## config.mk

```make
export PLATFORM = sky130hd
export DESIGN_NAME = clbi_bus_if
export DESIGN_NICKNAME = d
export VERILOG_FILES = /design/src/core/clbi_pkg.sv /design/src/core/clbi_sync.sv /design/src/core/clbi_bus_if.sv
export SDC_FILE = /design/constraint.sdc
export NUM_CORES = 1
export LEC_CHECK = 0
export BUFFER_PORTS_ARGS = -buffer_cell sky130_fd_sc_hd__buf_2
export CAP_MARGIN = 30
export CORE_MARGIN = 3
export CORE_UTILIZATION = 55
export CTS_BUF_LIST = sky130_fd_sc_hd__clkbuf_8
export DETAILED_ROUTE_END_ITERATION = 10
export GPL_TIMING_DRIVEN = 0
export PLACE_DENSITY = 0.88
export SYNTH_ARGS = -nofsm -noshare
export SYNTH_HDL_FRONTEND = slang
export SYNTH_SLANG_ARGS = --single-unit
```

## constraint.sdc

```tcl
create_clock -name clk -period 4.44 [get_ports clk]
set_clock_uncertainty 0.05 [all_clocks]
set_input_delay 0.444 -clock clk [delete_from_list [all_inputs] [get_ports clk]]
set_output_delay 0.444 -clock clk [all_outputs]
set_load 0.005 [all_outputs]
```

## src/core/clbi_pkg.sv

```systemverilog
// package of the local bus interface: cycle kinds, status codes, timing counts
// assumes a single 100 MHz clock domain and no software-visible registers
package clbi_pkg;

    // ************************************************************
    // bus cycle kinds requested by the execution side
    // ************************************************************
    typedef enum logic [2:0] {
        CLBI_K_FETCH = 3'h0,
        CLBI_K_MRD   = 3'h1,
        CLBI_K_MWR   = 3'h2,
        CLBI_K_IORD  = 3'h3,
        CLBI_K_IOWR  = 3'h4,
        CLBI_K_INT_ACK_STROBE_N  = 3'h5,
        CLBI_K_HALT  = 3'h6
    } clbi_kind_type;

    // ************************************************************
    // bus states
    // ************************************************************
    typedef enum logic [2:0] {
        CLBI_S_IDLE = 3'h0,
        CLBI_S_T1   = 3'h1,
        CLBI_S_T2   = 3'h2,
        CLBI_S_T3   = 3'h3,
        CLBI_S_TW   = 3'h4,
        CLBI_S_T4   = 3'h5,
        CLBI_S_HOLD = 3'h6
    } clbi_state_type;

    // ************************************************************
    // coded cycle status (active low on the pins)
    // ************************************************************
    localparam logic [2:0] CLBI_ST_INT_ACK_STROBE_N  = 3'h0;
    localparam logic [2:0] CLBI_ST_IORD  = 3'h1;
    localparam logic [2:0] CLBI_ST_IOWR  = 3'h2;
    localparam logic [2:0] CLBI_ST_HALT  = 3'h3;
    localparam logic [2:0] CLBI_ST_FETCH = 3'h4;
    localparam logic [2:0] CLBI_ST_MRD   = 3'h5;
    localparam logic [2:0] CLBI_ST_MWR   = 3'h6;
    localparam logic [2:0] CLBI_ST_PASV  = 3'h7;

    // ************************************************************
    // field positions and timing
    // ************************************************************
    localparam int         CLBI_ADDR_W       = 20;
    localparam int         CLBI_IO_W         = 16;
    localparam logic [3:0] CLBI_IO_HIGH_ZERO = 4'h0;
    localparam int         CLBI_VEC_SHIFT    = 2;     // type byte times four
    localparam int         CLBI_RELEASE_NS   = 50;    // least low time of sync input
    localparam int         CLBI_CLK_NS       = 10;
    localparam logic [3:0] CLBI_RELEASE_CYC  =
        4'((CLBI_RELEASE_NS + CLBI_CLK_NS - 1) / CLBI_CLK_NS);
endpackage : clbi_pkg

```

## src/core/clbi_sync.sv

```systemverilog
// two-flop synchroniser for one pin level
// assumes the pin is asynchronous to clk
`timescale 1ns/1ps
module clbi_sync #(
    parameter logic RST_VAL = 1'b0
) (
    // clock and reset
    input  wire logic clk,
    input  wire logic sys_rst,
    input  wire logic clk_en,
    // level
    input  wire logic pin_in,
    output logic      level_out
);
    logic meta_q;

    // ************************************************************
    // first flop feeds only the second
    // ************************************************************
    always_ff @(posedge clk or posedge sys_rst) begin
        if (sys_rst) begin
            meta_q    <= RST_VAL;
            level_out <= RST_VAL;
        end else if (clk_en) begin
            meta_q    <= pin_in;
            level_out <= meta_q;
        end
    end
endmodule : clbi_sync

```

## src/core/clbi_bus_if.sv

```systemverilog
// local bus interface: bus cycle sequencer, lock, request/grant, wait-on-sync
// assumes one clock; execution side is on the same clock, pins are async
// Functional notes
// - lock output goes low the cycle after the lock prefix is decoded.
// - lock releases at end of last bus cycle of the following instruction.
// - request/grant arriving under lock is recorded, granted after release.
// - wait with sync input high suspends, no bus cycles, until input low.
// - hold during wait floats every bus driver.
// - interrupt during wait refetches wait once, services, returns to wait.
// - strap high drives strobes; strap low drives coded cycle status.
// - read starts in T1 with address latch pulse; its fall marks address valid.
// - memory/io select holds the cycle's space from T1 through T4.
// - in T2 of read, address floats and read strobe asserts on the same edge.
// - write data driven from T2 until T4.
// - write strobe from start of T2 through T3, wait states and T4.
// - high byte enable and address bit zero select word, upper, lower, none.
// - even bytes on low data lines, odd bytes on high data lines.
// - acknowledge cycle uses read timing, acknowledge strobe, floated address.
// - second acknowledge returns type byte; pointer is byte times four.
// - maximum mode outputs three-bit cycle status for the controller.
// - minimum mode drives transceiver direction and enable itself.
// - status codes halt 011, fetch 100, read 101, write 110, passive 111.
// - lock held from T2 of first acknowledge to T2 of second.
// - io cycles zero top four address lines, port on low sixteen.
`timescale 1ns/1ps
module clbi_bus_if (
    // clock, reset, enable
    input  wire logic        clk,
    input  wire logic        sys_rst,
    input  wire logic        clk_en,
    // pins in
    input  wire logic        min_max_strap,
    input  wire logic        ready_pin,
    input  wire logic        test_n_pin,
    input  wire logic        request_grant_line_i,
    input  wire logic        hold_pin,
    input  wire logic [15:0] ad_i,
    // execution side requests
    input  wire logic        req_valid,
    input  wire clbi_pkg::clbi_kind_type req_kind,
    input  wire logic [19:0] req_addr,
    input  wire logic        req_word,
    input  wire logic [15:0] req_wdata,
    input  wire logic        lock_prefix,
    input  wire logic        instr_end,
    input  wire logic        wait_instr,
    input  wire logic        int_pending,
    // execution side answers
    output logic             req_ready,
    output logic             done,
    output logic [15:0]      rdata,
    output logic [9:0]       vec_ptr,
    output logic             wait_suspended,
    output logic             wait_int_refetch,
    // bus pins out
    output logic [15:0]      ad_o,
    output logic             ad_oe,
    output logic [3:0]       a_hi_o,
    output logic             a_hi_oe,
    output logic             high_byte_enable_n,
    output logic             ale,
    output logic             mem_io_sel,
    output logic             rd_n,
    output logic             wr_n,
    output logic             int_ack_strobe_n,
    output logic             ctl_oe,
    output logic             xcvr_direction,
    output logic             xcvr_enable_n,
    output logic [2:0]       cycle_status,
    output logic             lock_n,
    output logic             request_grant_line_o,
    output logic             request_grant_line_oe,
    output logic             hold_ack
);

    // ************************************************************
    // state record
    // ************************************************************
    typedef struct packed {
        clbi_pkg::clbi_state_type st;
        clbi_pkg::clbi_kind_type  kind;
        logic [19:0] addr;
        logic        word;
        logic [15:0] wdata;
        logic        int_ack_strobe_n_second;
        logic        lock_pend;
        logic        lock_inst;
        logic        lock_int_ack_strobe_n;
        logic        rqgt_pend;
        logic        waiting;
        logic        refetch;
        logic        req_ready;
        logic        done;
        logic [15:0] rdata;
        logic [9:0]  vec_ptr;
        logic [15:0] ad_o;
        logic        ad_oe;
        logic [3:0]  a_hi_o;
        logic        a_hi_oe;
        logic        bhe_n;
        logic        ale;
        logic        mio;
        logic        rd_n;
        logic        wr_n;
        logic        int_ack_strobe_n_n;
        logic        ctl_oe;
        logic        dtr;
        logic        den_n;
        logic [2:0]  cst;
        logic        lock_n;
        logic        rg_o;
        logic        rg_oe;
        logic        hlda;
    } clbi_regs_type;

    clbi_regs_type r_q;
    clbi_regs_type r_d;
    logic          ready_s;
    logic          test_n_s;
    logic          rg_s;
    logic          hold_s;
    logic          strap_s;
    logic [3:0]    tst_low_cnt_q;

    // ************************************************************
    // pin synchronisers, generated for the five async levels
    // ************************************************************
    logic [4:0] pins_raw;
    logic [4:0] pins_s;
    assign pins_raw = {min_max_strap, ready_pin, test_n_pin, request_grant_line_i, hold_pin};
    generate
        for (genvar gi = 0; gi < 5; gi++) begin : g_sync
            // idle-high pins start high, so no false request or release follows reset
            clbi_sync #(.RST_VAL(gi >= 1 && gi <= 3)) u_sync (
                .clk       (clk),
                .sys_rst   (sys_rst),
                .clk_en    (clk_en),
                .pin_in    (pins_raw[gi]),
                .level_out (pins_s[gi])
            );
        end
    endgenerate
    assign {strap_s, ready_s, test_n_s, rg_s, hold_s} = pins_s;

    // status code for a cycle kind
    function automatic logic [2:0] kind_status(input clbi_pkg::clbi_kind_type k);
        unique case (k)
            clbi_pkg::CLBI_K_FETCH: kind_status = clbi_pkg::CLBI_ST_FETCH;
            clbi_pkg::CLBI_K_MRD:   kind_status = clbi_pkg::CLBI_ST_MRD;
            clbi_pkg::CLBI_K_MWR:   kind_status = clbi_pkg::CLBI_ST_MWR;
            clbi_pkg::CLBI_K_IORD:  kind_status = clbi_pkg::CLBI_ST_IORD;
            clbi_pkg::CLBI_K_IOWR:  kind_status = clbi_pkg::CLBI_ST_IOWR;
            clbi_pkg::CLBI_K_INT_ACK_STROBE_N:  kind_status = clbi_pkg::CLBI_ST_INT_ACK_STROBE_N;
            clbi_pkg::CLBI_K_HALT:  kind_status = clbi_pkg::CLBI_ST_HALT;
            default:                kind_status = clbi_pkg::CLBI_ST_PASV;
        endcase
    endfunction : kind_status

    // write-direction kinds
    function automatic logic is_write(input clbi_pkg::clbi_kind_type k);
        is_write = (k == clbi_pkg::CLBI_K_MWR) || (k == clbi_pkg::CLBI_K_IOWR);
    endfunction : is_write

    // ************************************************************
    // next-state logic
    // ************************************************************
    always_comb begin
        logic min_mode;
        logic wr_c;
        min_mode = strap_s;
        wr_c     = is_write(r_q.kind);
        r_d           = r_q;
        r_d.done      = 1'b0;
        r_d.ale       = 1'b0;
        r_d.req_ready = 1'b0;
        // lock prefix: pin falls the cycle after decode
        if (lock_prefix) begin
            r_d.lock_inst = 1'b1;
            r_d.lock_pend = 1'b1;
        end
        if (r_q.lock_pend && instr_end && r_q.st == clbi_pkg::CLBI_S_IDLE && !lock_prefix) begin
            r_d.lock_inst = 1'b0;
            r_d.lock_pend = 1'b0;
        end
        // request under lock is remembered
        // the other master's release pulse in hold must not count as a new request
        if (!rg_s && r_q.st != clbi_pkg::CLBI_S_HOLD) begin
            r_d.rqgt_pend = 1'b1;
        end
        // wait on sync input
        if (wait_instr && test_n_s) begin
            r_d.waiting = 1'b1;
        end
        if (r_q.waiting && !test_n_s && tst_low_cnt_q >= clbi_pkg::CLBI_RELEASE_CYC - 4'h1) begin
            r_d.waiting = 1'b0;
        end
        if (r_q.waiting && int_pending) begin
            r_d.waiting = 1'b0;
            r_d.refetch = 1'b1;
        end
        if (r_q.refetch && r_q.done && r_q.kind == clbi_pkg::CLBI_K_FETCH) begin
            r_d.refetch = 1'b0;
        end
        unique case (r_q.st)
            clbi_pkg::CLBI_S_IDLE: begin
                r_d.rd_n = 1'b1;
                r_d.wr_n = 1'b1;
                r_d.int_ack_strobe_n_n = 1'b1;
                r_d.den_n = 1'b1;
                r_d.ad_oe = 1'b0;
                r_d.a_hi_oe = 1'b0;
                r_d.cst = clbi_pkg::CLBI_ST_PASV;
                if (hold_s && !r_d.lock_inst && !r_q.lock_int_ack_strobe_n) begin
                    r_d.st = clbi_pkg::CLBI_S_HOLD;
                    r_d.ctl_oe = 1'b0;
                    r_d.hlda = 1'b1;
                end else if (r_q.rqgt_pend && !r_d.lock_inst && !r_q.lock_int_ack_strobe_n) begin
                    r_d.rg_o = 1'b0;
                    r_d.rg_oe = 1'b1;
                    r_d.rqgt_pend = 1'b0;
                    r_d.st = clbi_pkg::CLBI_S_HOLD;
                    r_d.ctl_oe = 1'b0;
                end else if (req_valid && !r_q.waiting) begin
                    r_d.req_ready = 1'b1;
                    r_d.kind = req_kind;
                    r_d.word = req_word;
                    r_d.wdata = req_wdata;
                    r_d.st = clbi_pkg::CLBI_S_T1;
                    r_d.ctl_oe = 1'b1;
                    r_d.ale = min_mode;
                    r_d.cst = kind_status(req_kind);
                    r_d.mio = !((req_kind == clbi_pkg::CLBI_K_IORD) || (req_kind == clbi_pkg::CLBI_K_IOWR));
                    r_d.dtr = !is_write(req_kind);
                    r_d.bhe_n = !(req_word || req_addr[0]);
                    r_d.addr = req_addr;
                    if ((req_kind == clbi_pkg::CLBI_K_IORD) || (req_kind == clbi_pkg::CLBI_K_IOWR)) begin
                        r_d.a_hi_o = clbi_pkg::CLBI_IO_HIGH_ZERO;
                    end else begin
                        r_d.a_hi_o = req_addr[19:16];
                    end
                    r_d.ad_o = req_addr[15:0];
                    r_d.a_hi_oe = (req_kind != clbi_pkg::CLBI_K_INT_ACK_STROBE_N);
                    r_d.ad_oe = (req_kind != clbi_pkg::CLBI_K_INT_ACK_STROBE_N);
                end
            end
            clbi_pkg::CLBI_S_T1: begin
                r_d.st = clbi_pkg::CLBI_S_T2;
                if (r_q.kind == clbi_pkg::CLBI_K_HALT) begin
                    r_d.st = clbi_pkg::CLBI_S_T4;
                    r_d.ad_oe = 1'b0;
                end else if (wr_c) begin
                    r_d.wr_n = !min_mode;
                    r_d.ad_o = r_q.word ? r_q.wdata :
                        (r_q.addr[0] ? {r_q.wdata[7:0], 8'h00} : {8'h00, r_q.wdata[7:0]});
                    r_d.ad_oe = 1'b1;
                    r_d.den_n = !min_mode;
                end else begin
                    r_d.ad_oe = 1'b0;
                    r_d.rd_n = !(min_mode && r_q.kind != clbi_pkg::CLBI_K_INT_ACK_STROBE_N);
                    r_d.int_ack_strobe_n_n = !(min_mode && r_q.kind == clbi_pkg::CLBI_K_INT_ACK_STROBE_N);
                    r_d.den_n = !min_mode;
                end
                if (r_q.kind == clbi_pkg::CLBI_K_INT_ACK_STROBE_N && !r_q.int_ack_strobe_n_second) begin
                    r_d.lock_int_ack_strobe_n = 1'b1;
                end else if (r_q.kind == clbi_pkg::CLBI_K_INT_ACK_STROBE_N) begin
                    r_d.lock_int_ack_strobe_n = 1'b0;
                end
            end
            clbi_pkg::CLBI_S_T2: begin
                r_d.st = clbi_pkg::CLBI_S_T3;
                r_d.cst = clbi_pkg::CLBI_ST_PASV;
            end
            clbi_pkg::CLBI_S_T3, clbi_pkg::CLBI_S_TW: begin
                if (ready_s) begin
                    r_d.st = clbi_pkg::CLBI_S_T4;
                    if (!wr_c) begin
                        r_d.rdata = ad_i;
                    end
                    // only the second acknowledge carries the type byte
                    if (r_q.kind == clbi_pkg::CLBI_K_INT_ACK_STROBE_N && r_q.int_ack_strobe_n_second) begin
                        r_d.vec_ptr = {ad_i[7:0], 2'h0};
                    end
                end else begin
                    r_d.st = clbi_pkg::CLBI_S_TW;
                end
            end
            clbi_pkg::CLBI_S_T4: begin
                r_d.st = clbi_pkg::CLBI_S_IDLE;
                r_d.rd_n = 1'b1;
                r_d.wr_n = 1'b1;
                r_d.int_ack_strobe_n_n = 1'b1;
                r_d.den_n = 1'b1;
                r_d.ad_oe = 1'b0;
                r_d.done = 1'b1;
                if (r_q.kind == clbi_pkg::CLBI_K_INT_ACK_STROBE_N) begin
                    r_d.int_ack_strobe_n_second = !r_q.int_ack_strobe_n_second;
                end
            end
            clbi_pkg::CLBI_S_HOLD: begin
                r_d.ad_oe = 1'b0;
                r_d.a_hi_oe = 1'b0;
                r_d.ctl_oe = 1'b0;
                if (!hold_s && r_q.hlda) begin
                    r_d.hlda = 1'b0;
                    r_d.st = clbi_pkg::CLBI_S_IDLE;
                end else if (!r_q.hlda && !rg_s && r_q.rg_oe == 1'b0) begin
                    r_d.st = clbi_pkg::CLBI_S_IDLE;            // release pulse from the other master
                end
                r_d.rg_oe = 1'b0;
                r_d.rg_o = 1'b1;
            end
            default: r_d.st = clbi_pkg::CLBI_S_IDLE;
        endcase
        r_d.lock_n = !(r_d.lock_inst || r_d.lock_int_ack_strobe_n);
    end

    // ************************************************************
    // registers; sync low-time counter kept beside the record
    // ************************************************************
    always_ff @(posedge clk or posedge sys_rst) begin
        if (sys_rst) begin
            r_q <= '{st: clbi_pkg::CLBI_S_IDLE, kind: clbi_pkg::CLBI_K_FETCH, cst: clbi_pkg::CLBI_ST_PASV,
                     rd_n: 1'b1, wr_n: 1'b1, int_ack_strobe_n_n: 1'b1, den_n: 1'b1, bhe_n: 1'b1, lock_n: 1'b1,
                     rg_o: 1'b1, mio: 1'b1, dtr: 1'b1, default: '0};
            tst_low_cnt_q <= 4'h0;
        end else if (clk_en) begin
            r_q <= r_d;
            if (test_n_s) begin
                tst_low_cnt_q <= 4'h0;
            end else if (tst_low_cnt_q != 4'hF) begin
                tst_low_cnt_q <= tst_low_cnt_q + 4'h1;
            end
        end
    end

    // ************************************************************
    // outputs straight from the record
    // ************************************************************
    assign req_ready             = r_q.req_ready;
    assign done                  = r_q.done;
    assign rdata                 = r_q.rdata;
    assign vec_ptr               = r_q.vec_ptr;
    assign wait_suspended        = r_q.waiting;
    assign wait_int_refetch      = r_q.refetch;
    assign ad_o                  = r_q.ad_o;
    assign ad_oe                 = r_q.ad_oe;
    assign a_hi_o                = r_q.a_hi_o;
    assign a_hi_oe               = r_q.a_hi_oe;
    assign high_byte_enable_n    = r_q.bhe_n;
    assign ale                   = r_q.ale;
    assign mem_io_sel            = r_q.mio;
    assign rd_n                  = r_q.rd_n;
    assign wr_n                  = r_q.wr_n;
    assign int_ack_strobe_n      = r_q.int_ack_strobe_n_n;
    assign ctl_oe                = r_q.ctl_oe;
    assign xcvr_direction        = r_q.dtr;
    assign xcvr_enable_n         = r_q.den_n;
    assign cycle_status          = r_q.cst;
    assign lock_n                = r_q.lock_n;
    assign request_grant_line_o  = r_q.rg_o;
    assign request_grant_line_oe = r_q.rg_oe;
    assign hold_ack              = r_q.hlda;

    // ************************************************************
    // checks
    // ************************************************************
    a_lock_follow: assert property (@(posedge clk) disable iff (sys_rst)
        clk_en && lock_prefix |=> !lock_n) else $error("lock not asserted after prefix");
    a_no_grant_lock: assert property (@(posedge clk) disable iff (sys_rst)
        !lock_n |-> !request_grant_line_oe) else $error("grant issued under lock");
    a_wait_no_bus: assert property (@(posedge clk) disable iff (sys_rst)
        wait_suspended && $past(wait_suspended) |-> !ale) else $error("bus cycle while waiting");
    a_hold_float: assert property (@(posedge clk) disable iff (sys_rst)
        hold_ack |-> !ad_oe && !ctl_oe) else $error("drivers on during hold");
    a_halt_code: assert property (@(posedge clk) disable iff (sys_rst)
        r_q.st == clbi_pkg::CLBI_S_T1 && r_q.kind == clbi_pkg::CLBI_K_HALT |-> cycle_status == 3'h3)
        else $error("halt status wrong");
    a_read_float: assert property (@(posedge clk) disable iff (sys_rst)
        !rd_n |-> !ad_oe) else $error("read with address driven");
    a_write_data: assert property (@(posedge clk) disable iff (sys_rst)
        !wr_n |-> ad_oe) else $error("write strobe without data");
    a_int_ack_strobe_n_float: assert property (@(posedge clk) disable iff (sys_rst)
        !int_ack_strobe_n |-> !ad_oe) else $error("bus driven in acknowledge");
    a_vec_times4: assert property (@(posedge clk) disable iff (sys_rst)
        done && r_q.kind == clbi_pkg::CLBI_K_INT_ACK_STROBE_N && !r_q.int_ack_strobe_n_second |-> vec_ptr == {rdata[7:0], 2'h0})
        else $error("vector not times four");
endmodule : clbi_bus_if

```

======== Word level (Yosys, flattened, before mapping) ========
Cells that the tools add are included.
operators by class
  mux-type cells .......................... 63
  eq/ne operators ......................... 31
  order comparisons ....................... 1
  bitwise gates (word level) .............. 4
  reduce and logical (&&, ||, !) cells .... 77
  add/sub/neg operators ................... 1
operators by type and width
  cell                  count
  $mux W25              3
  $mux W16              4
  $mux W43              1
  $pmux W16 S2          1
  $eq A3 B3 Y1 const B  9
  $mux W3               9
  $mux W1               26
  $reduce_and A4 Y1     6
  $logic_and A1 B1 Y1   22
  $pmux W3 S7           1
  $pmux W3 S2           3
  $logic_not A1 Y1      16
  $eq A3 B2 Y1 const B  5
  $pmux W3 S5           1
  $mux W2               7
  $reduce_and A2 Y1     7
  $reduce_bool A2 Y1    7
  $mux W4               3
  $ne A2 B2 Y1 const B  6
  $ne A3 B3 Y1 const B  4
  $reduce_and A3 Y1     4
  $logic_not A3 Y1      3
  $reduce_and A7 Y1     1
  $eq A3 B1 Y1 const B  2
  12 further kinds      26
word-level totals
  output and inout bits ................... 68
  register bits after elaboration ......... 128
  logic and storage cells ................. 222

======== Logic depth before layout (Yosys ltp) ========
Gate-level depths: netlist of the first run.
  depth after elaboration ................. 10
  mapped depth ............................ 7
  gate-level depth less buffers ........... 5

======== By module ========
A second synthesis of the first run with hierarchy kept.
unflattened totals
  cell total of the unflattened synthesis .. 522
  area total of the unflattened synthesis .. 5315.1 um2
by module, submodules not included
  module                             area each (um2)  cells an instance  seq. area each (um2)  instances
  clbi_bus_if                        4926.0           497                2492.4                1
  clbi_sync at g_sync[1].u_sync ...  78.8             5                  52.6                  3
  clbi_sync at g_sync[0].u_sync ...  76.3             5                  50.0                  2

======== Worst setup path after synthesis of the first run ========
OpenSTA, ideal clock, no wires.
  path kind ............................... register to register
  start ................................... register r_q[114] in the netlist's numbering
  end ..................................... register r_q (netlist bit ad_o[0])
  setup time .............................. 125 ps
  setup slack ............................. 2349 ps
  period minus slack after synthesis ...... 2091 ps
  arrival time ............................ 1916 ps
  required time ........................... 4265 ps
  cell stages (with the launch flop) ...... 6
  path through ............................ dfrtp_1 > buf_2 > nor4b_2 > o2bb2ai_2 > buf_6 > mux2_2
on the way
  longest elaborated chain between the ends .. 9
  elaborated cells between the ends (all ways) .. 18
  those cells by class .................... 6 x eq/ne; 2 x mux; 10 x reduce/logical
ends and longest elaborated chain
  item                                                        RTL line                                RTL
  start, declared                                             clbi_bus_if.sv:116                      clbi_regs_type r_q;
  start signal, assigned                                      clbi_bus_if.sv:322                      r_q <= '{st: clbi_pkg::CLBI_S_IDLE, kind: clbi_pkg::CLBI_K_FETCH, cst: clbi_pkg::CLBI_ST_PASV,
  start signal, assigned                                      clbi_bus_if.sv:327                      r_q <= r_d;
  $logic_not A3 Y1                                            clbi_bus_if.sv:181, clbi_bus_if.sv:204
  $logic_and A1 B1 Y1 (2 in a row)                            clbi_bus_if.sv:181                      if (r_q.lock_pend && instr_end && r_q.st == clbi_pkg::CLBI_S_IDLE && !lock_prefix) begin
  $mux W2                                                     clbi_bus_if.sv:181
  $logic_not A1 Y1                                            clbi_bus_if.sv:213, clbi_bus_if.sv:217
  $logic_and A1 B1 Y1, on equally long branches (2 in a row)  clbi_bus_if.sv:217, clbi_bus_if.sv:213
  $ne A2 B2 Y1 (no source line)                               n/a
  $reduce_and A7 Y1 (no source line)                          n/a
Parallel ways exist; a longest one is shown, timed or not.
A chain may end at the register's enable or synchronous reset.

======== Final worst setup path of the first run ========
  start ................................... register r_q[114] in the netlist's numbering
  end ..................................... register r_q (netlist bit ad_o[1])
Same word-level chain as after synthesis.

==> results.tsv, run 1 <==
metric	value	unit
cts.path.max_buffers	2	
rsz0062_at_grt	no	
drt_wl_total	12.7	mm
fillers	692	
clk_pin_slew	0.12	ns
area_growth	19.6	%
initial_core_util	57.7	%
synth_top_cell_area_share	41.9	%
end_kind	flop	
status	complete, no violations	
post_cts_buffers	0	
dp.cells	743	
maxCapViolations	0	
synth_cells	479	
synthDistinctLibCells	58	
viasPerCell	5.60	
crit_path_top_delay_cell	nor4b_2	
arrival	2.84	ns
cts_hold_buf	0	
crit_chain	buf_2, nor4b_2, o2bb2ai_2, buf_6, mux2_2	
ys_ff_latch	109	
power	0.00392	W
coreArea	9420	um^2
drt-initial-drc-count	270	
numClockSinks	109	
slew_headroom	31.4	%
ant_nets	0	
clock-root-buffer	clkbuf_8	
post-route-min-period	2.62	ns
drt_first_pass_iters	6	
antenna_cells	0	
fmax	0.382	GHz
cpPeakStageDelay	0.91	ns
place_congestion	0.907	
drc	0	
num_vias	4252	
h-tree-depth	3	
grt_antenna_before_repair	0	
finalSetupViolations	0	
dpl_cell_area	6290	um^2
vdd_drop_max	329	uV
required	4.66	ns
hold_violations	0	
port_buffers	133	
final_cells	759	
hold_class	in -> async	
hpwl	9.51	mm
synth_area_leader_cell	dfrtp_1	
powerDensity	603	nW/um^2
yosysWarnings	0	
leakagePower	3.12	nW
dieWidth	105	um
clock_latency	0.37	ns
grt_pass1_vias	4215	
dieArea	11100	um^2
drive_above_1_share	48.1	%
grt_max_degree	70	
gr-usage-all-layers	23.1	%
cts_buffers	9	
startpoint_type	flop	
synth_edf_count	0	
layout.nets	695	
ys.flop_type	dfrtp_1	
grt_overflow	0	
pin_count	137	
num_rows	35	
async_reset_ff_share	100	%
ys_seq_area_share	50.6	%
syn_area_per_cell	11.3	um^2
slew_violations	0	
synthTopCellsByArea	dfrtp_1 (42%), mux2_2 (13%), dfstp_2 (8.7%)	
wl_per_cell	16.7	um
worstSetupPathType	reg -> reg	
final_area	6500	um^2
die-height	105	um
min_period_over_period	58.9	%
critPathMaxFanout	10	
grt_pass1_wl	20.7	mm
worst_slew_pin_slew	1.03	ns
syn-cell-area	5430	um^2
cts_tree	yes	
cts_resized	0	
==> through the flow <==
step           hold WS (ns)  setup WS, ns  setup TNS, ns  utilization, %
6_report             0.0435          1.82              0            69.0
5_1_grt              0.0840          1.69              0            69.0
4_1_cts              0.0704          1.85              0            69.0
3_5_place_dp          0.419          1.85              0            66.9
3_3_place_gp          0.405       -0.0305          -2.09            66.5
2_1_floorplan         0.404          1.10              0               -
==> path summary, 6_finish.rpt <==
| check | depth (start not counted) | start | to | slack, ns |
|---|---|---|---|---|
| hold reg to reg | 1 | lock_n | lock_n | 0.44 |
| setup / recovery | 5 | r_q[114] | ad_o[1] | 1.82 |
| hold / removal | 2 | sys_rst | vec_ptr[2] | 0.04 |
| max in group asynchronous | 3 | sys_rst | mem_io_sel | 3.52 |
| min in group clk | 2 | req_wdata[8] | r_q[81] | 0.25 |
| setup reg to reg | 5 | r_q[114] | ad_o[1] | 1.82 |
==> cell families (layout without fill, tap and decap cells) <==
family                   Yosys count  count (layout)  synth area share, %
AO/OA/AOI/OAI                     97              97                 11.8
XOR/XNOR                           6               6                0.967
adder cells (fa/ha/maj)            1               1                0.230
buffers and inverters             98             248                 10.8
flip-flops                       109             109                 50.6
multiplexers                      76              76                 15.5
other                              1               2               0.0690
AND/OR/NAND/NOR                   91              91                 9.99
==> cells in the mapped netlist, drive strengths merged, types with 8 or more instances <==
master   n
mux2    66
nand2   25
a32o     8
buf     61
dfrtp   91
a31oi   11
dfstp   18
inv     25
a21oi   26
o21ai   25
mux2i   10
nand3b  13
nor2     9
clkbuf  12
==> worst max-delay path, delay by kind of cell, from the launching register on <==
| family | cells | cell delay [ns] |
|---|---|---|
| simple gates | 1 | 0.91 |
| mux | 1 | 0.34 |
| compound gates | 1 | 0.34 |
| buf+inv | 2 | 0.44 |
| flops | 1 | 0.44 |
==> cells in the final DEF (no fill, tap or decap), types with 4 or more instances in the layout <==
master and n:
a32o_1 8, buf_4 51, nor2_1 9, mux2_2 65, clkbuf_1 12, xnor2_1 4
buf_2 138, inv_1 24, clkbuf_8 9, nand3b_1 13, nand4_1 6, o21ai_0 25
nand2_1 25, dfstp_2 18, dfrtp_1 91, a21oi_1 26, mux2i_1 10, nand3_1 6
a31oi_1 11, nor2b_1 5, nand2b_1 7, o31ai_1 5
==> per-layer routing <==
layer  vias up  wire length [um]  global-route usage (%)  part of all wire (%)
li1       1949                 -                       -                     -
met2       213              5930                    36.3                    47
met3        41               991                    4.47                   7.8
met1      2049              5330                    31.4                    42
met4         0               443                    10.0                   3.5
met5         -                 0                       0                     0
==> area by class of cell <==
type	count	area [um^2]	area share, %
Clock inverter	7	81.3	1.25
Buffer	73	494	7.60
Multi-Input combinational cell	273	2100	32.3
Inverter	25	96.3	1.48
Tap cell	129	161	2.48
Timing Repair Buffer	134	693	10.7
Clock buffer	9	124	1.91
Sequential cell	109	2750	42.3
==> report_power, final <==
group | internal, W | switching (W) | total [W]
clock network | 0.000268 | 0.000351 | 0.000619
logic | 0.000881 | 0.000768 | 0.00165
registers | 0.00140 | 0.000256 | 0.00165
total | 0.00255 | 0.00138 | 0.00392
==> sequential cells by signal, indices dropped and copies added, names as in the netlist, 3 cells and up <==
register,flops
cycle_status,3
g_sync.u_sync.level_out,5
ad_o,16
rdata,16
a_hi_o,4
tst_low_cnt_q,4
vec_ptr,8
g_sync.u_sync.meta_q,5
r_q,29
Note: power is estimated with default switching activity, not from simulation.
==> run 2, diff against run 1 <==
==> constraint.sdc (replaced) <==
create_clock -name clk -period 2.7 [get_ports clk]
set_clock_uncertainty 0.05 [all_clocks]
set_input_delay 0.27 -clock clk [delete_from_list [all_inputs] [get_ports clk]]
set_output_delay 0.27 -clock clk [all_outputs]
set_load 0.005 [all_outputs]
==> run 2 against run 1 <==
  * Critical path depth stayed put
  * Worst hold slack better by 0.027 ns
  * Sequential cell count stayed put
  * Combinational power is 66% higher
  * Routed wire length is 1.3% higher
  * Non-clock buffer count is 4 higher
  * Global-route usage is 0.42 points higher
  * Die area stayed put
  * Critical path type unchanged
  * Clock power is 44% higher
==> results.tsv, run 2 (same netlist as run 1, synthesis figures left out) <==
metric	value	unit
status	complete, no violations	
startpoint_type	flop	
cts_buffers	9	
slew_headroom	52.5	%
final_area	6530	um^2
largest_reg_flops	29	
comb_power_share	43.1	%
port_buffers	133	
worst_slew_pin_slew	0.703	ns
fillers	720	
numClockSinks	109	
coreArea	9420	um^2
final_common_cell	buf_2	
post-route-min-period	2.48	ns
num_vias	4231	
critPathMaxFanout	10	
powerDensity	973	nW/um^2
grt_overflow	0	
arrival	2.70	ns
hold_violations	0	
min_period_over_period	91.7	%
switching_power	0.00225	W
cts_resized	0	
drive_above_1_share	48.1	%
initial_core_util	57.7	%
p_int	0.00410	W
worstSetupPathType	reg -> reg	
grt_antenna_before_repair	0	
max_flop_register	r_q	
dieArea	11100	um^2
path_buf_inv	1	
fmax	0.404	GHz
gr-usage-all-layers	23.6	%
crit_path_top_delay_cell	a41oi_1	
swShare	35.4	%
layout.nets	699	
post_cts_buffers	0	
path_depth	5	
multiInputGateArea	2100	um^2
drc	0	
num_rows	35	
holdPathEnd	r_q[81]	
pin_count	137	
wl_per_cell	16.9	um
dpl_cell_area	6340	um^2
holdCritStartpoint	req_wdata[8]	
end_kind	flop	
cts_hold_buf	1	
maxCapViolations	0	
leakagePower	3.14	nW
slew_violations	0	
path_delay_family	compound AO/OA/AOI/OAI gates	
clock-root-buffer	clkbuf_8	
rrSetupSlack	0.22	ns
clk_pin_slew	0.11	ns
hpwl	9.85	mm
h-tree-depth	3	
finalSetupViolations	0	
rsz0062_at_grt	no	
whs	0.0705	ns
crit_chain	or2_2, a41oi_1, o2bb2ai_2, buf_6, mux2_2	
place_congestion	0.912	
r2r_end	ad_o[0]	
grt_pass1_wl	20.9	mm
clock_latency	0.37	ns
seqCellArea	2750	um^2
hold_class	in -> reg	
reg2reg_from	g_sync[0].u_sync.level_out	
cts.path.max_buffers	2	
antenna_cells	0	
dieWidth	105	um
grt_pass1_vias	4289	
area_growth	20.1	%
viasPerCell	5.55	
hold_depth	2	
cts_tree	yes	
place_worst_setup_slack	0.0721	ns
drt_wl_total	12.9	mm
drt_first_pass_iters	5	
grt_max_degree	45	
seq_power_share	42.8	%
drt-initial-drc-count	215	
rr_worst_depth	5	
vdd_drop_max	562	uV
cpPeakStageDelay	0.62	ns
required	2.92	ns
mostFrequentLayoutCells	buf_2 (138), dfrtp_1 (91), mux2_2 (65)	
setup_ws	0.224	ns
setup_tns	0	ns
power_frac_clock	14.0	%
ant_nets	0	
die-height	105	um
power	0.00635	W
## run 2: cell type report
class	count	share of cell area, %
buffer	73	7.57
clock inverter	7	0.748
sequential	109	42.1
clock buffer	9	1.90
multi-input combinational	273	32.2
inverter	25	1.50
tap	129	2.47
timing repair buffer	138	11.5
## run 2: worst register-to-register path, delay by kind of cell (launching register included)
kind,cells,cell delay [ns]
flops,1,0.44
simple gates,1,0.35
compound gates,2,0.94
buf+inv,1,0.24
mux,1,0.35
## run 2: how the worst max path moves through the flow
| stage | startpoint | endpoint | slack (ns) |
|---|---|---|---|
| after floorplan | r_q[114] | ad_o[0] | 0.61 |
| after global placement | r_q[114] | ad_o[0] | 0.14 |
| after detailed placement | r_q[114] | ad_o[0] | 0.07 |
| after CTS | r_q[114] | ad_o[0] | 0.07 |
| after global routing | r_q[115] | ad_o[0] | 0.11 |
| final | g_sync[0].u_sync.level_out | ad_o[0] | 0.22 |
## run 2: power by group through the flow
stage / registers [W] / clock network (W) / logic, W
2_1_floorplan: 0.00262 / 0 / 0.00189
3_3_place_gp: 0.00269 / 0 / 0.00260
3_5_place_dp: 0.00274 / 0 / 0.00272
4_1_cts: 0.00271 / 0.000914 / 0.00275
5_1_grt: 0.00280 / 0.000972 / 0.00301
6_report: 0.00272 / 0.000891 / 0.00274
## run 2: per-stage QoR
step	std cells	utilization [%]
final	763	69.3
after global routing	763	69.3
after CTS	762	69.2
after detailed placement	745	67.3
after global placement	742	66.6
after floorplan	480	-
## run 2: layer usage
metal	track usage, %	wire (um)	vias up
met5	0	0	-
met4	11.4	525	0
met3	5.27	957	43
met2	38.4	6190	194
met1	29.7	5190	2043
li1	-	-	1951
